### src/aoc_pkg.sv
package aoc_pkg;
    // register word indices
    localparam logic [7:0] ADDR_INTERP = 8'h26;
    localparam logic [7:0] ADDR_PLIN_B = 8'h27;
    localparam logic [7:0] ADDR_CLAMP  = 8'h2a;
    localparam logic [7:0] ADDR_SLIN_A = 8'h32;
    localparam logic [7:0] ADDR_CUP    = 8'h3d;
    localparam int         REG_W       = 26;
    localparam logic [25:0] REG_RST    = 26'h0000000;

    // field positions
    localparam int INTERP_RATE_BIT = 25;
    localparam int INTERP_BYP_BIT  = 12;
    localparam int HYST_OFF_BIT    = 12;
    localparam int CLAMP_LSB       = 23;
    localparam int CLAMP_W         = 3;
    localparam int CUP_RPT_BIT     = 25;
    localparam int SR_DLY_BIT      = 24;
    localparam int FAULT_LSB       = 22;
    localparam int FAULT_W         = 2;
    localparam int LIN12_LO_LSB    = 0;
    localparam int LIN12_HI_LSB    = 13;
    localparam int LIN12_W         = 12;
    localparam int LIN11_LO_LSB    = 0;
    localparam int LIN11_HI_LSB    = 11;
    localparam int LIN11_W         = 11;

    // timing of the interpolated angle output
    localparam int CLK_NS      = 20;
    localparam int RATE_HI_NS  = 500;
    localparam int RATE_MID_NS = 1000;
    localparam int RATE_BYP_NS = 2000;
    localparam int FAST_CYC    = RATE_HI_NS / CLK_NS;
    localparam int PHASES      = RATE_BYP_NS / RATE_HI_NS;
    localparam int MID_STEP    = RATE_MID_NS / RATE_HI_NS;

    // turns count hysteresis, 5.625 deg either side of a quadrant edge
    localparam int         ANG_W      = 16;
    localparam logic [13:0] HYST_HALF = 14'h0400;
    localparam logic [13:0] HYST_TOP  = 14'h3c00;

    // pwm duty clamps in percent
    localparam logic [6:0] CLAMP_LO_BASE = 7'h02;
    localparam logic [6:0] CLAMP_HI_BASE = 7'h62;
    localparam logic [2:0] CLAMP_WRAP    = 3'h7;

    // fault report code that turns quadrature diagnostics off
    localparam logic [1:0] FAULT_RPT_OFF = 2'h2;

    typedef enum logic [0:0] {CU_IDLE, CU_RUN} aoc_cu_t;
endpackage
### src/aoc_angle_cfg.sv
// Operation
// - Upsampling uses a squared moving sum of length 2 or 4.
// - The interpolator takes the linearized angle of the chosen channel.
// - Bypass gives 2 us; else rate bit 0 gives 0.5 us and 1 gives 1 us.
// - Turns count freezes within 5.625 deg of each quadrant boundary.
// - The primary hysteresis-off bit removes that channel's dead zone.
// - The secondary hysteresis-off bit does the same for its channel.
// - Clamp codes 0..6 give 2/98 up to 8/92 percent; code 7 gives 2/98.
// - With report on, the done flag goes out once count-up completes.
// - No count-up takes place while the edge spacing field is zero.
// - Leaving an error starts a count-up unless fault reporting is off.
// - Primary entries 0..3 sit at bits 11:0 and 24:13 of two words.
// - Primary entries 8 and 9 sit at bits 10:0 and 21:11 with the clamp.
// - Secondary entries 0 and 1 share a word with its hysteresis-off bit.
// - All fields reset to zero and are readable and writable.
// - With fault reporting off, count-up still follows reset.
// - The channel select picks primary (0) or secondary (1) angle.
`timescale 1ns/1ps
module aoc_angle_cfg #(
    parameter int TC_W = 8
) (
    input  wire logic                 clk_i,          // 50 MHz clock
    input  wire logic                 resetn_i,       // sync reset, low
    input  wire logic                 ce_i,           // clock enable
    input  wire logic                 cfg_wr_i,       // register write
    input  wire logic                 cfg_rd_i,       // register read
    input  wire logic [7:0]           cfg_addr_i,     // word index
    input  wire logic [aoc_pkg::REG_W-1:0] cfg_wdata_i, // write data
    output logic      [aoc_pkg::REG_W-1:0] cfg_rdata_o, // read data
    output logic                      cfg_rvalid_o,   // read data strobe
    input  wire logic [aoc_pkg::ANG_W-1:0] primary_angle_i,   // lin out
    input  wire logic [aoc_pkg::ANG_W-1:0] secondary_angle_i, // lin out
    input  wire logic                 angle_valid_i,  // new angle pair
    input  wire logic                 incremental_output_channel_sel_i, // ch
    input  wire logic [5:0]           quad_edge_spacing_i, // slew field
    input  wire logic                 quad_error_i,   // output in error
    input  wire logic                 quad_countup_complete_i, // done
    output logic [aoc_pkg::ANG_W-1:0] interp_angle_o, // upsampled angle
    output logic                      interp_valid_o, // output strobe
    output logic [TC_W-1:0]           primary_turns_o,   // turns count
    output logic [TC_W-1:0]           secondary_turns_o, // turns count
    output logic [6:0]                pwm_clamp_low_o,   // low duty %
    output logic [6:0]                pwm_clamp_high_o,  // high duty %
    output logic                      quad_countup_start_o, // start pulse
    output logic                      quad_countup_busy_o,  // running
    output logic                      countup_done_flag_o,  // to pwm
    output logic [11:0]               primary_lin_entry_0_o,   // table
    output logic [11:0]               primary_lin_entry_1_o,   // table
    output logic [11:0]               primary_lin_entry_2_o,   // table
    output logic [11:0]               primary_lin_entry_3_o,   // table
    output logic [10:0]               primary_lin_entry_8_o,   // table
    output logic [10:0]               primary_lin_entry_9_o,   // table
    output logic [11:0]               secondary_lin_entry_0_o, // table
    output logic [11:0]               secondary_lin_entry_1_o, // table
    output logic [10:0]               secondary_lin_entry_22_o, // table
    output logic [10:0]               secondary_lin_entry_23_o  // table
);
    import aoc_pkg::*;

    localparam int SUB_W = $clog2(FAST_CYC);
    localparam logic [SUB_W-1:0] SUB_LAST = SUB_W'(FAST_CYC - 1);
    localparam logic [1:0] PH_LAST = 2'(PHASES - 1);
    localparam logic [1:0] PH_MID = 2'(MID_STEP - 1);

    typedef struct packed {
        logic [REG_W-1:0]        r26;
        logic [REG_W-1:0]        r27;
        logic [REG_W-1:0]        r2a;
        logic [REG_W-1:0]        r32;
        logic [REG_W-1:0]        r3d;
        logic [REG_W-1:0]        rdata;
        logic                    rvalid;
        logic [SUB_W-1:0]        sub;
        logic [1:0]              phase;
        logic                    samp;
        logic                    tick;
        logic [1:0][1:0]         quad;
        logic [1:0][TC_W-1:0]    turns;
        logic [6:0]              clamp_lo;
        logic [6:0]              clamp_hi;
        logic                    err_q;
        logic                    boot;
        aoc_cu_t                 cu;
        logic                    cu_start;
        logic                    cu_done;
        logic                    busy;
        logic                    done_flag;
    } aoc_st_t;

    aoc_st_t s_reg;
    aoc_st_t s_next;

    logic [1:0]            hyst_off;
    logic [1:0][1:0]       tc_quad_nx;
    logic [1:0][TC_W-1:0]  tc_turn_nx;
    logic [ANG_W-1:0]      interp_in;
    logic                  interp_bypass;
    logic                  interp_slow;
    logic [1:0]            fault_sel;

    // control fields steering the angle path and the count-up
    assign interp_bypass = s_reg.r26[INTERP_BYP_BIT];
    assign interp_slow   = s_reg.r26[INTERP_RATE_BIT];
    assign hyst_off[0]   = s_reg.r27[HYST_OFF_BIT];
    assign hyst_off[1]   = s_reg.r32[HYST_OFF_BIT];
    assign fault_sel     = s_reg.r3d[FAULT_LSB +: FAULT_W];

    // selected channel feeds the interpolator
    assign interp_in = incremental_output_channel_sel_i ?
                       secondary_angle_i : primary_angle_i;

    // per channel turns count with a dead zone at each quadrant edge
    for (genvar c = 0; c < 2; c++) begin : g_tc
        logic [ANG_W-1:0] ang;
        logic [1:0]       q;
        logic             frozen;
        assign ang = (c == 0) ? primary_angle_i : secondary_angle_i;
        assign q   = ang[ANG_W-1 -: 2];
        assign frozen = ~hyst_off[c] &
                        ((ang[13:0] < HYST_HALF) ||
                         (ang[13:0] >= HYST_TOP));
        always_comb begin
            tc_quad_nx[c] = s_reg.quad[c];
            tc_turn_nx[c] = s_reg.turns[c];
            if (angle_valid_i && !frozen) begin
                tc_quad_nx[c] = q;
                if (q == s_reg.quad[c] + 2'h1) begin
                    tc_turn_nx[c] = s_reg.turns[c] + TC_W'(1);
                end else if (q == s_reg.quad[c] - 2'h1) begin
                    tc_turn_nx[c] = s_reg.turns[c] - TC_W'(1);
                end
            end
        end
    end

    // next-state logic for registers, timing, count-up
    always_comb begin
        logic       err_exit;
        logic       boot_go;
        logic       trig;
        logic [2:0] code;
        err_exit = 1'b0;
        boot_go = 1'b0;
        trig = 1'b0;
        code = '0;
        s_next = s_reg;
        s_next.rvalid = 1'b0;
        s_next.samp = 1'b0;
        s_next.tick = 1'b0;
        s_next.cu_start = 1'b0;

        // register writes, full word
        if (cfg_wr_i) begin
            unique case (cfg_addr_i)
                ADDR_INTERP: s_next.r26 = cfg_wdata_i;
                ADDR_PLIN_B: s_next.r27 = cfg_wdata_i;
                ADDR_CLAMP:  s_next.r2a = cfg_wdata_i;
                ADDR_SLIN_A: s_next.r32 = cfg_wdata_i;
                ADDR_CUP:    s_next.r3d = cfg_wdata_i;
                default: ;
            endcase
        end

        // register reads, unmapped index reads zero
        if (cfg_rd_i) begin
            s_next.rvalid = 1'b1;
            unique case (cfg_addr_i)
                ADDR_INTERP: s_next.rdata = s_reg.r26;
                ADDR_PLIN_B: s_next.rdata = s_reg.r27;
                ADDR_CLAMP:  s_next.rdata = s_reg.r2a;
                ADDR_SLIN_A: s_next.rdata = s_reg.r32;
                ADDR_CUP:    s_next.rdata = s_reg.r3d;
                default:     s_next.rdata = '0;
            endcase
        end

        // 0.5 us base ticks, four phases make the 2 us input period
        s_next.sub = s_reg.sub + SUB_W'(1);
        if (s_reg.sub == SUB_LAST) begin
            s_next.sub = '0;
            s_next.phase = s_reg.phase + 2'h1;
            s_next.samp = (s_reg.phase == PH_LAST);
            if (interp_bypass) begin
                s_next.tick = (s_reg.phase == PH_LAST);
            end else if (interp_slow) begin
                s_next.tick = (s_reg.phase[0] == PH_MID[0]);
            end else begin
                s_next.tick = 1'b1;
            end
        end

        // turns counts
        s_next.quad = tc_quad_nx;
        s_next.turns = tc_turn_nx;

        // duty clamp decode, code 7 folds back to the first pair
        code = s_reg.r2a[CLAMP_LSB +: CLAMP_W];
        if (code == CLAMP_WRAP) begin
            code = '0;
        end
        s_next.clamp_lo = CLAMP_LO_BASE + {4'h0, code};
        s_next.clamp_hi = CLAMP_HI_BASE - {4'h0, code};

        // count-up triggers after reset and on leaving an error
        s_next.err_q = quad_error_i;
        s_next.boot = 1'b0;
        err_exit = s_reg.err_q & ~quad_error_i &
                   (fault_sel != FAULT_RPT_OFF);
        boot_go = s_reg.boot &
                  (~s_reg.r3d[SR_DLY_BIT] |
                   (fault_sel == FAULT_RPT_OFF));
        trig = (err_exit | boot_go) &
               (quad_edge_spacing_i != 6'h00);

        unique case (s_reg.cu)
            CU_IDLE: begin
                if (trig && !quad_error_i) begin
                    s_next.cu = CU_RUN;
                    s_next.cu_start = 1'b1;
                    s_next.cu_done = 1'b0;
                end
            end
            CU_RUN: begin
                if (quad_error_i) begin
                    s_next.cu = CU_IDLE; // abandoned, error takes over
                end else if (quad_countup_complete_i) begin
                    s_next.cu = CU_IDLE;
                    s_next.cu_done = 1'b1;
                end
            end
        endcase
        if (quad_error_i) begin
            s_next.cu_done = 1'b0;
        end
        // busy kept in a flop so the port is a register output
        s_next.busy = (s_next.cu == CU_RUN);

        // done flag reaches pwm only when reporting is enabled
        s_next.done_flag = s_next.cu_done &
                           s_next.r3d[CUP_RPT_BIT];
    end

    // state register; report bit resets to zero as advised
    always_ff @(posedge clk_i) begin
        if (!resetn_i) begin
            s_reg <= '0;
            s_reg.boot <= 1'b1;
        end else if (ce_i) begin
            s_reg <= s_next;
        end
    end

    // interpolator on the selected angle
    aoc_interp #(
        .ANG_W    (ANG_W)
    ) u_interp (
        .clk_i    (clk_i),
        .resetn_i (resetn_i),
        .ce_i     (ce_i),
        .sample_i (s_reg.samp),
        .tick_i   (s_reg.tick),
        .bypass_i (interp_bypass),
        .r4_i     (~interp_slow),
        .angle_i  (interp_in),
        .angle_o  (interp_angle_o),
        .valid_o  (interp_valid_o)
    );

    // register-backed outputs
    assign cfg_rdata_o          = s_reg.rdata;
    assign cfg_rvalid_o         = s_reg.rvalid;
    assign primary_turns_o      = s_reg.turns[0];
    assign secondary_turns_o    = s_reg.turns[1];
    assign pwm_clamp_low_o      = s_reg.clamp_lo;
    assign pwm_clamp_high_o     = s_reg.clamp_hi;
    assign quad_countup_start_o = s_reg.cu_start;
    assign quad_countup_busy_o  = s_reg.busy;
    assign countup_done_flag_o  = s_reg.done_flag;

    // linearization table fields
    assign primary_lin_entry_0_o =
        s_reg.r26[LIN12_LO_LSB +: LIN12_W];
    assign primary_lin_entry_1_o =
        s_reg.r26[LIN12_HI_LSB +: LIN12_W];
    assign primary_lin_entry_2_o =
        s_reg.r27[LIN12_LO_LSB +: LIN12_W];
    assign primary_lin_entry_3_o =
        s_reg.r27[LIN12_HI_LSB +: LIN12_W];
    assign primary_lin_entry_8_o =
        s_reg.r2a[LIN11_LO_LSB +: LIN11_W];
    // entry 9 is kept with the primary table; its channel is ambiguous
    assign primary_lin_entry_9_o =
        s_reg.r2a[LIN11_HI_LSB +: LIN11_W];
    assign secondary_lin_entry_0_o =
        s_reg.r32[LIN12_LO_LSB +: LIN12_W];
    assign secondary_lin_entry_1_o =
        s_reg.r32[LIN12_HI_LSB +: LIN12_W];
    assign secondary_lin_entry_22_o =
        s_reg.r3d[LIN11_LO_LSB +: LIN11_W];
    assign secondary_lin_entry_23_o =
        s_reg.r3d[LIN11_HI_LSB +: LIN11_W];
endmodule // aoc_angle_cfg

### src/aoc_interp.sv
`timescale 1ns/1ps
module aoc_interp #(
    parameter int ANG_W = 16
) (
    input  wire logic             clk_i,    // system clock
    input  wire logic             resetn_i, // sync reset, active low
    input  wire logic             ce_i,     // clock enable
    input  wire logic             sample_i, // new input angle
    input  wire logic             tick_i,   // output instant
    input  wire logic             bypass_i, // pass held angle through
    input  wire logic             r4_i,     // moving sum length 4, else 2
    input  wire logic [ANG_W-1:0] angle_i,  // selected channel angle
    output logic      [ANG_W-1:0] angle_o,  // upsampled angle
    output logic                  valid_o   // one-cycle output strobe
);
    typedef struct packed {
        logic [ANG_W-1:0]      held;
        logic [3:0][ANG_W-1:0] hist;
        logic [ANG_W-1:0]      out;
        logic                  vld;
    } aoc_ip_st_t;

    aoc_ip_st_t s_reg;
    aoc_ip_st_t s_next;

    // zero-stuffed input through two moving sums of length r, scaled by r:
    // first sum acts as a hold, second averages the last r held values
    always_comb begin
        logic [ANG_W-1:0]        cur;
        logic [ANG_W-1:0]        d;
        logic signed [ANG_W+1:0] sum;
        logic signed [ANG_W+1:0] sh;
        cur = sample_i ? angle_i : s_reg.held;
        d = '0;
        sum = '0;
        sh = '0;
        s_next = s_reg;
        s_next.vld = 1'b0;
        s_next.held = cur;
        if (tick_i) begin
            s_next.hist = {s_reg.hist[2:0], cur};
            // wrap-safe sum of offsets from the newest value
            for (int k = 0; k < 3; k++) begin
                if (k < 1 || r4_i) begin
                    d = s_reg.hist[k] - cur;
                    sum = sum + {{2{d[ANG_W-1]}}, d};
                end
            end
            sh = r4_i ? (sum >>> 2) : (sum >>> 1);
            s_next.out = bypass_i ? cur : cur + sh[ANG_W-1:0];
            s_next.vld = 1'b1;
        end
    end

    // state register
    always_ff @(posedge clk_i) begin
        if (!resetn_i) begin
            s_reg <= '0;
        end else if (ce_i) begin
            s_reg <= s_next;
        end
    end

    assign angle_o = s_reg.out;
    assign valid_o = s_reg.vld;
endmodule // aoc_interp

### config.mk
export PLATFORM = sky130hd
export DESIGN_NAME = aoc_angle_cfg
export DESIGN_NICKNAME = d
export VERILOG_FILES = /design/src/aoc_pkg.sv /design/src/aoc_angle_cfg.sv /design/src/aoc_interp.sv
export SDC_FILE = /design/constraint.sdc
export NUM_CORES = 1
export LEC_CHECK = 0
export BUFFER_PORTS_ARGS = -buffer_cell sky130_fd_sc_hd__buf_4
export CAP_MARGIN = 10
export CELL_PAD_IN_SITES_DETAIL_PLACEMENT = 0
export CELL_PAD_IN_SITES_GLOBAL_PLACEMENT = 1
export CORE_MARGIN = 2
export CORE_UTILIZATION = 39
export CTS_CLUSTER_SIZE = 30
export DETAILED_ROUTE_END_ITERATION = 12
export GPL_TIMING_DRIVEN = 0
export HOLD_SLACK_MARGIN = 0.02
export MAX_ROUTING_LAYER = met4
export PLACE_DENSITY = 0.85
export SYNTH_ARGS = -nofsm -noshare
export SYNTH_HDL_FRONTEND = slang
export SYNTH_SLANG_ARGS = --single-unit
export TNS_END_PERCENT = 100
### constraint.sdc
create_clock -name clk_i -period 8.3 [get_ports clk_i]
set_input_delay 0.83 -clock clk_i [delete_from_list [all_inputs] [get_ports clk_i]]
set_output_delay 0.83 -clock clk_i [all_outputs]
set_load 0.05 [all_outputs]
## After elaboration in Yosys (flattened, before gate mapping)

Index checks and enable logic that the tools add are counted.

| word-level totals | value |
|---|---|
| bits of input ports | 81 |
| bits in registers | 287 |
| word-level logic and storage cells | 133 |

| cells by class | value |
|---|---|
| bitwise logic cells | 14 |
| mux-type cells | 30 |
| reductions and logical operators | 23 |
| order comparisons | 4 |
| add/sub/neg operators | 18 |
| eq/ne operators | 14 |

Operators with widths:

| cell | count |
|---|---|
| $pmux 26 s5 | 1 |
| $mux 18 | 5 |
| $mux 16 | 4 |
| $mux 26 | 2 |
| $sub 16x16->16 | 3 |
| $eq 8x6->1 const B | 5 |
| $add 18x18->18 | 2 |
| $mux 8 | 4 |
| $ge 14x14->1 const B | 2 |
| $lt 14x11->1 const B | 2 |
| $reduce_and 3->1 | 7 |
| $add 16x16->16 | 1 |
| $add 8x1->8 const B | 2 |
| $sub 8x1->8 const B | 2 |
| $reduce_and 2->1 | 5 |
| $mux 1 | 9 |
| $mux 9 | 1 |
| $eq 2x2->1 | 4 |
| $and 1x1->1 | 7 |
| $sub 6x4->7 const A | 1 |
| $add 2x1->2 const B | 3 |
| $mux 3 | 2 |
| $reduce_bool 6->1 | 1 |
| $add 5x1->5 const B | 1 |
| 13 further kinds | 27 |

## Depth between registers and ports, before layout

| depth | value |
|---|---|
| depth after elaboration | 13 |
| gate-level depth with buffers | 40 |
| depth with buffers taken out | 38 |

## By module

Synthesis repeated with hierarchy kept, for this count alone.

| second synthesis, totals | value |
|---|---|
| cells, all modules | 2288 |
| area total of the unflattened synthesis | 18235.0 um2 |

By module, submodules not included:

| module | times used | cells each | sequential area each (um2) | area each (um2) |
|---|---|---|---|---|
| aoc_angle_cfg | 1 | 1326 | 4043.9 | 10556.4 |
| aoc_interp | 1 | 962 | 1621.6 | 7678.6 |

## Worst setup path after synthesis

Ideal clock, no wire load.

| timing path | value |
|---|---|
| path kind | input -> register |
| start point | input incremental_output_channel_sel_i |
| end point | register u_interp.s_reg (netlist bit u_interp.angle_o[15]) |
| setup time | 0.145 ns |
| path slack | 0.248 ns |
| cell stages on the path | 36 |
| data arrival time | 7.908 ns |
| cell sequence | clkbuf_1 clkbuf_1 mux2i_1 a21oi_1 inv_1 fa_1 a21o_1 a21o_1 a21o_1 a21oi_1 o21bai_1 a21oi_1 xnor2_1 ha_1 and4_1 o2111ai_1 and2_1 a31o_2 ha_1 o21ai_0 nand2b_1 o41ai_4 inv_2 a21oi_1 o21ba_1 o21bai_1 xor2_1 a21o_1 ha_1 nand2_1 o31ai_1 a21o_1 a21oi_1 xor2_1 mux2i_1 a311oi_2 |

RTL lines:

| item | line | source |
|---|---|---|
| start, declared | aoc_angle_cfg.sv:34 | `input wire logic incremental_output_channel_sel_i,` |
| end signal, assigned | aoc_interp.sv:60 | `s_reg <= s_next;` |
| end, declared | aoc_interp.sv:23 | `aoc_ip_st_t s_reg;` |

==> qor.yml <==
grt.busiest_layer: "met2"
synth_top_area_cell: "dfxtp_1"
routed_wirelength_um: 59700
synthArstFlopShare_pct: 0
fin_area_um2: 21900
start_util_pct: 39.4
overflow: 0
slew_viol_final: 0
dieArea_um2: 47400
leakagePower_uw: 0.00957
areaGrowthSynthToFinish_pct: 23.0
vias: 16300
coreArea_um2: 45200
path_buf_inv: 4
ys_seq_area_share_pct: 31.8
synth_edf_count: 0
largest_reg_flops: 64
antenna_found_initial: 1
dp_hpwl_um: 46400
grt_usage_pct: 25.4
io_pins: 274
min_path_type: "reg2reg"
layout_commonest_cell: "buf_4"
grt_pass1_wl_um: 91100
met2_usage_pct: 42.3
finalCritPeriodShare_pct: 94.1
seq_area_um2: 5670
vdd_ir_drop_max_mv: 0.115
worst_ep_required_time_ns: 8.68
drt_iter0_drc: 1044
slew_headroom_pct: 23.4
hold_ws_ns: 0.467
numCtsBuffers: 35
gp_congestion: 0.912
ant_nets: 0
drc: 0
dpl_cell_area_um2: 20600
tightest_slew_ns: 1.14
setup_viol: 0
met3_usage_pct: 3.89
vias_per_cell: 5.20
synth_cell_type_count: 65
rows: 78
postCtsHoldBufs: 0
mostFrequentLayoutCells: "buf_4 (459), nand2_1 (428), dfxtp_1 (283)"
clkSinkCount: 283
path_class: "in2reg"
clk_latency_ns: 0.55
postSynthAreaPerCell_um2: 8.09
synth_cells: 2202
syn-cell-area_um2: 17800
synthTopCellsByArea: "dfxtp_1 (32%), nand2_1 (9.0%), ha_1 (8.1%), buf_4 (7.9%), a21boi_0 (6.0%)"
synth-main-ff-cell: "dfxtp_1"
worstSetupEndpointType: "flop"
cts_max_level: 2
die_y_um: 218
dr.pass1.iters: 5
grt_pass1_vias: 16100
crit_arrival_ns: 8.19
drive_above_1_share_pct: 21.6
finalHoldViolations: 0
crit_slowest_cell: "fa_1"
grt_max_degree: 13
finalCriticalPeriod_ns: 7.81
die_w_um: 218
ys_seq_elements: 283
cpMostUsedCell: "a21oi_1"
pwr_density_cell_nw_per_um2: 151
slowest_delay_ns: 0.57
startpoint_type: "input pin"
max_cap_violations: 0
clock_skew_ns: 0.0222
crit_family: "compound AO/OA/AOI/OAI gates"
io_buffers: 268
use_met1_pct: 32.5
yosysTopAreaCellShare_pct: 31.8
cts_root_buf: "clkbuf_16"
crit_fanout: 10
clock_path_buffers: 3
wl_per_cell_um: 19.0
tritoncts: "yes"
clkTransAtPathRegs_ns: 0.06
fillCellCount: 4347
status: "completed"
fin_nets: 2717
multi_input_area_um2: 10100
fmax_mhz: 128
ys_warn_count: 0
## worst reg2reg max path, delay by kind of cell (launching register included)
| family | cells | cell delay, ns |
|---|---|---|
| xor gates and xnor gates | 3 | 0.50 |
| DFF | 1 | 0.37 |
| AOI/OAI and AO/OA | 19 | 3.74 |
| muxes | 1 | 0.24 |
| and+or+nand+nor | 3 | 0.60 |
| buffers and inverters | 3 | 0.49 |
| adders and majority gates | 5 | 1.56 |
## stage by stage
stage	setup slack, ns	cells	utilization [%]	power (uW)	setup TNS [ns]
2_1_floorplan	0.248	2204	-	1620	0
3_3_place_gp	-1.17	3072	45.6	1730	-4.53
3_5_place_dp	-1.32	3074	45.6	1740	-5.13
4_1_cts	0.0520	3138	48.3	3320	0
5_1_grt	-0.00361	3142	48.5	3400	-0.00361
6_report	0.489	3142	48.5	3300	0
## routing by layer
metal	up-vias	wire length, um
met1	7803	26400
met2	551	28100
li1	7924	-
met5	-	0
met3	70	4100
met4	0	1070
## synth_stat cells (all sizes together) (19+ instances only)
| cell | instances |
|---|---|
| inv | 69 |
| nor2 | 72 |
| nand2 | 428 |
| a21boi | 184 |
| mux2i | 87 |
| and2 | 19 |
| nor2b | 56 |
| dfxtp | 283 |
| clkbuf | 93 |
| buf | 203 |
| xnor2 | 66 |
| a21o | 30 |
| a22oi | 29 |
| a21oi | 145 |
| ha | 115 |
| o21ai | 112 |
| xor2 | 35 |
## cell type report
class / count / area share [%]
diodes: 1 / 0.0114
clock inverters: 10 / 0.662
repair buffers: 273 / 9.36
plain buffers: 296 / 8.31
flip-flops and latches: 283 / 25.9
clock buffers: 54 / 4.83
multi-input cells: 1552 / 46.3
inverters: 73 / 1.26
well taps: 600 / 3.43
## power breakdown
group	internal, uW	total (uW)	leakage [uW]	switching, uW
sequential	1380	1390	0.00229	13.6
clock	949	1590	0.000583	639
combinational	133	323	0.00670	190
total	2460	3300	0.00957	842
## worst paths after layout
kind	from	endpoint	slack, ns	cells past startpoint
max	incremental_output_channel_sel_i	u_interp.angle_o[15]$_SDFFE_PN0P_	0.49	36
min	s_reg[151]$_SDFFE_PN0P_	s_reg[151]$_SDFFE_PN0P_	0.47	2
max reg2reg	s_reg[42]$_SDFFE_PN0P_	u_interp.angle_o[15]$_SDFFE_PN0P_	0.61	34
min reg2reg	s_reg[151]$_SDFFE_PN0P_	s_reg[151]$_SDFFE_PN0P_	0.47	2
## repair_timing
| item | 4_1_cts | 5_1_grt |
|---|---|---|
| endpoints found under the setup margin | 5 | 3 |
| hold endpoints to repair | 0 | 0 |
| gates resized for setup | 5 | 15 |
| setup buffers | 0 | 3 |
| pin swaps | 0 | 2 |
## cell families after synthesis
family | after synthesis | synth area share [%]
flip-flops | 283 | 31.8
multiplexers | 89 | 5.01
adder cells (fa/ha/maj) | 122 | 8.86
buffers and inverters | 369 | 11.7
AO/OA/AOI/OAI | 596 | 22.1
AND/OR/NAND/NOR | 641 | 15.4
other | 1 | 0.0211
XOR/XNOR | 101 | 5.01
Power figures use the tool's default switching activity.
